File: src/core/cpc_defs.svh
`ifndef CPC_DEFS_SVH
`define CPC_DEFS_SVH

// Register indices; byte address is four times the index
`define CPC_IDX_LOOP        12'h010
`define CPC_IDX_CAL         12'h018
`define CPC_IDX_PREDIV      12'h1E0
`define CPC_IDX_SRC         12'h1E1
`define CPC_IDX_XFER        12'h232
`define CPC_IDX_STATUS      12'h233

// Byte addresses
`define CPC_ADDR_LOOP       14'h0040
`define CPC_ADDR_CAL        14'h0060
`define CPC_ADDR_PREDIV     14'h0780
`define CPC_ADDR_SRC        14'h0784
`define CPC_ADDR_XFER       14'h08C8
`define CPC_ADDR_STATUS     14'h08CC

// Field positions
`define CPC_PWR_MSB         1
`define CPC_PWR_LSB         0
`define CPC_POL_BIT         7
`define CPC_CAL_BIT         0
`define CPC_PREDIV_MSB      2
`define CPC_PREDIV_LSB      0
`define CPC_BYPASS_BIT      0
`define CPC_SRCSEL_BIT      1
`define CPC_XFER_BIT        0
`define CPC_STAT_BUSY_BIT   0
`define CPC_STAT_LOOP_BIT   1
`define CPC_STAT_OSC_BIT    2
`define CPC_STAT_PATH_BIT   3
`define CPC_STAT_DIV_MSB    6
`define CPC_STAT_DIV_LSB    4

// Reset values
`define CPC_RST_LOOP        8'h01
`define CPC_RST_CAL         8'h00
`define CPC_RST_PREDIV      8'h02
`define CPC_RST_SRC         8'h00

// Codes
`define CPC_XFER_GO         8'h01
`define CPC_PWR_NORMAL      2'h0
`define CPC_PWR_ASYNC_DOWN  2'h1
`define CPC_DIV_MIN         3'h2
`define CPC_DIV_MAX         3'h6
`define CPC_DIV_CODE_MAX    3'h4
`define CPC_DIV_NONE        3'h1
`define CPC_RESP_OKAY       2'h0
`define CPC_RESP_SLVERR     2'h2

`endif

File: src/core/cpc_pkg.sv
`default_nettype none
package cpc_pkg;

	typedef enum logic [1:0] {
		CPC_CAL_IDLE = 2'h0,
		CPC_CAL_RUN  = 2'h1
	} cpc_cal_state_t;

	typedef struct packed {
		logic [7:0] loop;
		logic [7:0] cal;
		logic [7:0] prediv;
		logic [7:0] src;
	} cpc_cfg_t;

	typedef struct packed {
		logic        en;
		logic [13:0] addr;
		logic [31:0] data;
		logic [3:0]  strb;
	} cpc_wr_req_t;

	typedef struct packed {
		logic        en;
		logic [13:0] addr;
	} cpc_rd_req_t;

	typedef struct packed {
		logic [31:0] data;
		logic        err;
	} cpc_rd_rsp_t;

	typedef struct packed {
		logic [1:0] loop_power;
		logic       loop_enable;
		logic       loop_power_down;
		logic       detector_negative;
		logic       internal_osc_enable;
		logic       prescaler_from_external;
		logic       prediv_in_path;
		logic [2:0] divide;
		logic       cal_start;
	} cpc_path_out_t;

	typedef struct packed {
		cpc_cfg_t       stg;
		cpc_cfg_t       act;
		cpc_cal_state_t cal_st;
		logic           sync1;
		logic           sync2;
		logic           sync3;
		cpc_path_out_t  path;
	} cpc_core_st_t;

	typedef struct packed {
		logic        aw_held;
		logic [13:0] aw_addr;
		logic        w_held;
		logic [31:0] w_data;
		logic [3:0]  w_strb;
		logic        bvalid;
		logic [1:0]  bresp;
		logic        rvalid;
		logic [31:0] rdata;
		logic [1:0]  rresp;
	} cpc_axil_st_t;

endpackage
`default_nettype wire

File: src/core/cpc_axil_slave.sv
`timescale 1ns/1ps
`default_nettype none
`include "cpc_defs.svh"

module cpc_axil_slave (
	input  wire logic            aclk,
	input  wire logic            aresetn,
	input  wire logic            ce,
	input  wire logic [13:0]     awaddr,
	input  wire logic            awvalid,
	output logic                 awready,
	input  wire logic [31:0]     wdata,
	input  wire logic [3:0]      wstrb,
	input  wire logic            wvalid,
	output logic                 wready,
	output logic [1:0]           bresp,
	output logic                 bvalid,
	input  wire logic            bready,
	input  wire logic [13:0]     araddr,
	input  wire logic            arvalid,
	output logic                 arready,
	output logic [31:0]          rdata,
	output logic [1:0]           rresp,
	output logic                 rvalid,
	input  wire logic            rready,
	output cpc_pkg::cpc_wr_req_t wr,
	input  wire logic            wr_err,
	output cpc_pkg::cpc_rd_req_t rd,
	input  wire cpc_pkg::cpc_rd_rsp_t rd_rsp
);
	import cpc_pkg::*;

	localparam cpc_axil_st_t ST_RST = '0;

	cpc_axil_st_t s;
	cpc_axil_st_t next_s;

	// Ready drops while frozen so no beat is taken and then lost
	assign awready = ce && !s.aw_held && !s.bvalid;
	assign wready  = ce && !s.w_held && !s.bvalid;
	assign arready = ce && !s.rvalid;
	assign bvalid  = s.bvalid;
	assign bresp   = s.bresp;
	assign rvalid  = s.rvalid;
	assign rdata   = s.rdata;
	assign rresp   = s.rresp;

	assign wr = '{en: ce && s.aw_held && s.w_held, addr: s.aw_addr, data: s.w_data,
		strb: s.w_strb};
	assign rd = '{en: arvalid && arready, addr: araddr};

	always_comb begin
		next_s = s;
		if (awvalid && awready) begin
			next_s.aw_held = 1'b1;
			next_s.aw_addr = awaddr;
		end
		if (wvalid && wready) begin
			next_s.w_held = 1'b1;
			next_s.w_data = wdata;
			next_s.w_strb = wstrb;
		end
		if (wr.en) begin
			next_s.aw_held = 1'b0;
			next_s.w_held  = 1'b0;
			next_s.bvalid  = 1'b1;
			next_s.bresp   = wr_err ? `CPC_RESP_SLVERR : `CPC_RESP_OKAY;
		end
		if (s.bvalid && bready) begin
			next_s.bvalid = 1'b0;
		end
		if (rd.en) begin
			next_s.rvalid = 1'b1;
			next_s.rdata  = rd_rsp.data;
			next_s.rresp  = rd_rsp.err ? `CPC_RESP_SLVERR : `CPC_RESP_OKAY;
		end else if (s.rvalid && rready) begin
			next_s.rvalid = 1'b0;
		end
	end

	always_ff @(posedge aclk) begin
		if (!aresetn) begin
			s <= ST_RST;
		end else if (ce) begin
			s <= next_s;
		end
	end

endmodule
`default_nettype wire

File: src/core/cpc_top.sv
// The implementer's own choice: the AXI4-Lite slave port.
`timescale 1ns/1ps
`default_nettype none
`include "cpc_defs.svh"

module cpc_top (
	input  wire logic          aclk,
	input  wire logic          aresetn,
	input  wire logic          ce,
	input  wire logic [13:0]   s_axil_awaddr,
	input  wire logic          s_axil_awvalid,
	output logic               s_axil_awready,
	input  wire logic [31:0]   s_axil_wdata,
	input  wire logic [3:0]    s_axil_wstrb,
	input  wire logic          s_axil_wvalid,
	output logic               s_axil_wready,
	output logic [1:0]         s_axil_bresp,
	output logic               s_axil_bvalid,
	input  wire logic          s_axil_bready,
	input  wire logic [13:0]   s_axil_araddr,
	input  wire logic          s_axil_arvalid,
	output logic               s_axil_arready,
	output logic [31:0]        s_axil_rdata,
	output logic [1:0]         s_axil_rresp,
	output logic               s_axil_rvalid,
	input  wire logic          s_axil_rready,
	input  wire logic          cal_done_async,
	output cpc_pkg::cpc_path_out_t path
);
	import cpc_pkg::*;

	////////////////////////////////////////////////////////////////////////////////
	// Path decode

	function automatic cpc_path_out_t path_of(input cpc_cfg_t c, input logic start);
		cpc_path_out_t p;
		logic [2:0]    code;
		code = c.prediv[`CPC_PREDIV_MSB:`CPC_PREDIV_LSB];
		p.loop_power = c.loop[`CPC_PWR_MSB:`CPC_PWR_LSB];
		p.loop_enable = (p.loop_power == `CPC_PWR_NORMAL);
		p.loop_power_down = (p.loop_power == `CPC_PWR_ASYNC_DOWN);
		p.detector_negative = c.loop[`CPC_POL_BIT];
		p.internal_osc_enable = c.src[`CPC_SRCSEL_BIT];
		p.prescaler_from_external = p.loop_enable && !c.src[`CPC_SRCSEL_BIT];
		p.prediv_in_path = !c.src[`CPC_BYPASS_BIT];
		if (!p.prediv_in_path) begin
			p.divide = `CPC_DIV_NONE;
		end else if (code > `CPC_DIV_CODE_MAX) begin
			// Undefined codes clamp to the deepest ratio, the safe side for the dividers
			p.divide = `CPC_DIV_MAX;
		end else begin
			p.divide = code + `CPC_DIV_MIN;
		end
		p.cal_start = start;
		return p;
	endfunction

	localparam cpc_cfg_t CFG_RST = '{loop: `CPC_RST_LOOP, cal: `CPC_RST_CAL,
		prediv: `CPC_RST_PREDIV, src: `CPC_RST_SRC};
	localparam cpc_core_st_t ST_RST = '{stg: CFG_RST, act: CFG_RST, cal_st: CPC_CAL_IDLE,
		sync1: 1'b0, sync2: 1'b0, sync3: 1'b0, path: path_of(CFG_RST, 1'b0)};

	cpc_core_st_t s;
	cpc_core_st_t next_s;
	cpc_wr_req_t  wr;
	cpc_rd_req_t  rd;
	cpc_rd_rsp_t  rd_rsp;
	logic         wr_err;
	logic         xfer_go;
	logic [7:0]   status;

	////////////////////////////////////////////////////////////////////////////////
	// Bus slave

	cpc_axil_slave u_bus (
		.aclk    (aclk),
		.aresetn (aresetn),
		.ce      (ce),
		.awaddr  (s_axil_awaddr),
		.awvalid (s_axil_awvalid),
		.awready (s_axil_awready),
		.wdata   (s_axil_wdata),
		.wstrb   (s_axil_wstrb),
		.wvalid  (s_axil_wvalid),
		.wready  (s_axil_wready),
		.bresp   (s_axil_bresp),
		.bvalid  (s_axil_bvalid),
		.bready  (s_axil_bready),
		.araddr  (s_axil_araddr),
		.arvalid (s_axil_arvalid),
		.arready (s_axil_arready),
		.rdata   (s_axil_rdata),
		.rresp   (s_axil_rresp),
		.rvalid  (s_axil_rvalid),
		.rready  (s_axil_rready),
		.wr      (wr),
		.wr_err  (wr_err),
		.rd      (rd),
		.rd_rsp  (rd_rsp)
	);

	////////////////////////////////////////////////////////////////////////////////
	// Decode and status

	always_comb begin
		unique case (wr.addr[13:2])
			`CPC_IDX_LOOP, `CPC_IDX_CAL, `CPC_IDX_PREDIV, `CPC_IDX_SRC,
			`CPC_IDX_XFER, `CPC_IDX_STATUS: wr_err = 1'b0;
			default: wr_err = 1'b1;
		endcase
	end

	// Only an exact 0x01 in the low byte commits; other values are ignored
	assign xfer_go = wr.en && wr.strb[0] && (wr.addr[13:2] == `CPC_IDX_XFER)
		&& (wr.data[7:0] == `CPC_XFER_GO);

	always_comb begin
		status = 8'h00;
		status[`CPC_STAT_BUSY_BIT] = (s.cal_st == CPC_CAL_RUN);
		status[`CPC_STAT_LOOP_BIT] = s.path.loop_enable;
		status[`CPC_STAT_OSC_BIT]  = s.path.internal_osc_enable;
		status[`CPC_STAT_PATH_BIT] = s.path.prediv_in_path;
		status[`CPC_STAT_DIV_MSB:`CPC_STAT_DIV_LSB] = s.path.divide;
	end

	// Config registers read back the staged copy, not the active one
	always_comb begin
		rd_rsp = '{data: 32'h0000_0000, err: 1'b0};
		unique case (rd.addr[13:2])
			`CPC_IDX_LOOP:   rd_rsp.data[7:0] = s.stg.loop;
			`CPC_IDX_CAL:    rd_rsp.data[7:0] = s.stg.cal;
			`CPC_IDX_PREDIV: rd_rsp.data[7:0] = s.stg.prediv;
			`CPC_IDX_SRC:    rd_rsp.data[7:0] = s.stg.src;
			`CPC_IDX_XFER:   rd_rsp.data[7:0] = 8'h00;
			`CPC_IDX_STATUS: rd_rsp.data[7:0] = status;
			default:         rd_rsp.err = 1'b1;
		endcase
	end

	////////////////////////////////////////////////////////////////////////////////
	// Staging, transfer and calibration

	always_comb begin
		next_s = s;
		next_s.sync1 = cal_done_async;
		next_s.sync2 = s.sync1;
		next_s.sync3 = s.sync2;
		if (wr.en && wr.strb[0]) begin
			unique case (wr.addr[13:2])
				`CPC_IDX_LOOP:   next_s.stg.loop = wr.data[7:0];
				`CPC_IDX_CAL:    next_s.stg.cal = wr.data[7:0];
				`CPC_IDX_PREDIV: next_s.stg.prediv = wr.data[7:0];
				`CPC_IDX_SRC:    next_s.stg.src = wr.data[7:0];
				default: ;
			endcase
		end
		if (xfer_go) begin
			next_s.act = s.stg;
		end
		if (s.cal_st == CPC_CAL_RUN && s.sync2 && !s.sync3) begin
			next_s.cal_st = CPC_CAL_IDLE;
		end
		// A fresh 0 to 1 on the active bit is what starts a run, so a host must
		// clear and transfer before every later run
		if (!s.act.cal[`CPC_CAL_BIT] && next_s.act.cal[`CPC_CAL_BIT]) begin
			next_s.cal_st = CPC_CAL_RUN;
		end
		next_s.path = path_of(next_s.act,
			!s.act.cal[`CPC_CAL_BIT] && next_s.act.cal[`CPC_CAL_BIT]);
	end

	always_ff @(posedge aclk) begin
		if (!aresetn) begin
			s <= ST_RST;
		end else if (ce) begin
			s <= next_s;
		end
	end

	assign path = s.path;
endmodule
`default_nettype wire

File: config.mk
export PLATFORM = sky130hd
export DESIGN_NAME = cpc_top
export DESIGN_NICKNAME = d
export VERILOG_FILES = /design/src/core/cpc_pkg.sv /design/src/core/cpc_axil_slave.sv /design/src/core/cpc_top.sv
export VERILOG_INCLUDE_DIRS = /design/src /design/src/core
export SDC_FILE = /design/constraint.sdc
export NUM_CORES = 1
export LEC_CHECK = 0
export ABC_AREA = 1
export BUFFER_PORTS_ARGS = -buffer_cell sky130_fd_sc_hd__buf_2
export CORE_ASPECT_RATIO = 0.6
export CORE_UTILIZATION = 51
export DETAILED_ROUTE_END_ITERATION = 12
export GPL_TIMING_DRIVEN = 0
export PLACE_DENSITY_LB_ADDON = 0.08
export SKIP_LAST_GASP = 1
export SLEW_MARGIN = 0
export SYNTH_ARGS = -nofsm -noshare
export SYNTH_HDL_FRONTEND = slang
export SYNTH_SLANG_ARGS = --single-unit
File: constraint.sdc
create_clock -name aclk -period 2.15 [get_ports aclk]
set_clock_uncertainty 0.15 [all_clocks]
set_input_delay 0.43 -clock aclk [delete_from_list [all_inputs] [get_ports aclk]]
set_output_delay 0.43 -clock aclk [all_outputs]
set_load 0.03 [all_outputs]
==> results.py <==
metrics = {
    "drt": {
        "drt_iter0_markers": 295,
        "drc_errors": 0,
        "antenna_left": 0,
        "finalWirelength_um": 10900,
        "dr.pass1.iters": 5,
        "via_count": 4020,
        "viasPerCell": 5.12,
        "wl_per_cell_um": 13.9,
    },
    "finish": {
        "final_nets": 745,
        "n_antenna_cell": 0,
        "drive_gt1_share_pct": 23.8,
        "syn_to_final_growth_pct": 21.5,
    },
    "floorplan": {
        "start_util_pct": 52.7,
        "die_w_um": 119,
        "num_io_pins": 126,
        "die_h_um": 71.9,
        "die-area_um2": 8520,
        "row_count": 25,
        "fp.coreArea_um2": 7880,
    },
    "synth": {
        "synth_top_family_by_area": "simple AND/OR/NAND/NOR gates",
        "synth.area.top_cells": "dfxtp_1, buf_4, o21ai_0, a21oi_1, nand2_1",
        "avgSynthCellArea_um2": 7.31,
        "synth_top_area_share_pct": 42.4,
        "synth_area_leader_cell": "dfxtp_1",
        "synth_mux_area_share_pct": 0,
        "synth-simple-area-share_pct": 20.8,
        "yosysSeqAreaShare_pct": 42.4,
        "yosysUniqueCellTypes": 32,
        "netlist_area_um2": 4150,
        "synth_xor_area_share_pct": 0,
        "synth_fa_ha_area_share_pct": 0,
        "synth_compound_area_share_pct": 19.2,
        "netlist_instances": 568,
        "ys_ff_latch": 88,
        "ys_warn_count": 0,
    },
    "timing": {
        "fin_hold_ws_ps": 157,
        "relSlewSlack_pct": 61.4,
        "period_minus_slack_ps": 1940,
        "slew_viol_final": 0,
        "min_period_over_period_pct": 90.2,
        "tns_ps": 0,
        "fmax_ghz": 0.516,
        "setup_violations": 0,
        "rsz0062_at_grt": "no",
        "hold_viol": 0,
        "tightest_slew_ps": 576,
    },
    "global_route": {
        "grt_pass1_vias": 3671,
        "grt_use_total_pct": 27.3,
        "antenna_found_initial": 0,
        "grt_first_pass_wirelength_um": 17800,
        "grt.overflow.total": 0,
        "grt_max_degree": 14,
    },
    "worst_setup_path": {
        "worstPathMaxFanout": 10,
        "crit_arrival_ps": 2020,
        "critPathSlowestCell": "dfxtp_1",
        "startpoint_type": "register",
        "endpoint_kind": "register",
        "cp_cell_sequence": "nor2_1, nand3_1, nor3_1, nand2_1, buf_2, o21ai_0, a21oi_1",
        "criticalPathCategory": "reg2reg",
        "worst_ep_required_time_ps": 2230,
        "max_stage_delay_ps": 360,
    },
    "cts": {
        "cts_inserted_buffers": 9,
        "cts_setup_buffers": 0,
        "cts_sinks": 88,
        "clock_latency_ps": 340,
        "clockBufferDepth": 2,
        "clk_pin_slew_worst_paths_ps": 60,
        "cts-root-buf": "clkbuf_16",
        "cts_tree": "yes",
        "htree_num_levels": 3,
        "cts_hold_buf": 0,
        "post_cts_resize_count": 0,
    },
    "placement": {
        "place.port_buffers": 68,
        "dpl.hpwl_um": 8370,
        "place.gp.congestion": 0.883,
    },
    "power": {
        "irDropWorstVdd_mv": 0.481,
        "power.leakage_nw": 2.31,
        "powerDensity_nw_per_um2": 755,
    },
    "min_path": {
        "hp-class": "in2reg",
    },
    "run": {
        "maxCapViolCount": 0,
    },
    "outcome": {
        "status": "completed",
    },
}
## critical path, delay by kind of cell (launching register included)
kind	cells	cell delay (ps)
buffers and inverters	1	240
DFF	1	360
AOI/OAI and AO/OA	2	250
and+or+nand+nor	4	820
## area by class of cell
type	instances	area, µm²
multi-input combinational	363	1760
inverter	74	278
tap	108	135
fill	756	2840
sequential	88	1760
clock buffer	14	284
timing repair buffer	68	340
buffer	68	450
clock inverter	2	35.0
## flip-flops by register name, indices dropped and copies added, names as in the netlist
name          flops
s                43
u_bus.wr         21
path              8
u_bus.rdata       8
next_s            2
u_bus.s           2
u_bus.bresp       1
u_bus.bvalid      1
u_bus.rresp       1
u_bus.rvalid      1
## placed cells by master (no fill, tap or decap), drive strengths merged, types with 3 or more instances in the layout
cell    netlist  final
a211oi        8      8
conb          1     26
o211ai       10     10
clkbuf       12     26
nand3        27     27
a21oi        58     58
buf          56    124
dfxtp        88     88
o21ai        65     65
nor3         12     12
nand4        12     12
nand2        72     72
nor2         66     66
clkinv        2      3
inv          72     72
## cell usage after synthesis, drive strengths merged
master / number
a21oi: 58
o211ai: 10
o221ai: 2
nor2: 66
nand3: 27
and2: 1
conb: 1
nand2: 72
o21ai: 65
a211oi: 8
buf: 56
o31ai: 1
dfxtp: 88
clkinv: 2
nand4: 12
nor3: 12
nor4: 2
inv: 72
nand3b: 1
clkbuf: 12
## final timing paths
check	start	end	slack, ps	cells after the start
worst max-delay path	u_bus.wr[39]$_SDFFE_PN0P_	s[78]$_SDFFE_PN0P_	210	7
worst min-delay path	cal_done_async	next_s[13]$_SDFFE_PN0P_	160	3
worst max register to register	u_bus.wr[39]$_SDFFE_PN0P_	s[78]$_SDFFE_PN0P_	210	7
worst min register to register	s[64]$_SDFFE_PN0P_	s[64]$_SDFFE_PN0P_	310	2
## routing by layer
layer  vias up  wire length [µm]  part of all wire (%)  track usage [%]
met1      1875              5240                    48             38.5
met2       132              4680                    43             41.4
met5         -                 0                     0                0
met4         0               148                   1.4             7.74
li1       1997                 -                     -                -
met3        16               815                   7.5             7.55
## through the flow
step	worst slack (ps)	cells	util (%)	instance area, µm²	power (mW)
4_1_cts	264	785	64.0	5050	3.83
3_3_place_gp	210	769	60.0	4730	2.18
2_1_floorplan	19.4	593	-	4250	2.07
3_5_place_dp	139	769	60.0	4730	2.19
5_1_grt	32.2	785	64.0	5050	3.95
6_report	211	785	64.0	5050	3.81
## report_power, final
| group | total (mW) | internal, mW | switching, mW |
|---|---|---|---|
| combinational | 0.442 | 0.152 | 0.290 |
| clock | 1.65 | 1.03 | 0.622 |
| sequential | 1.72 | 1.68 | 0.0407 |
| total | 3.81 | 2.86 | 0.953 |
## cell families after synthesis
family / Yosys count
compound gates: 144
simple gates: 193
buf+inv: 142
flops: 88
other cells: 1
Power figures use the tool's default switching activity.
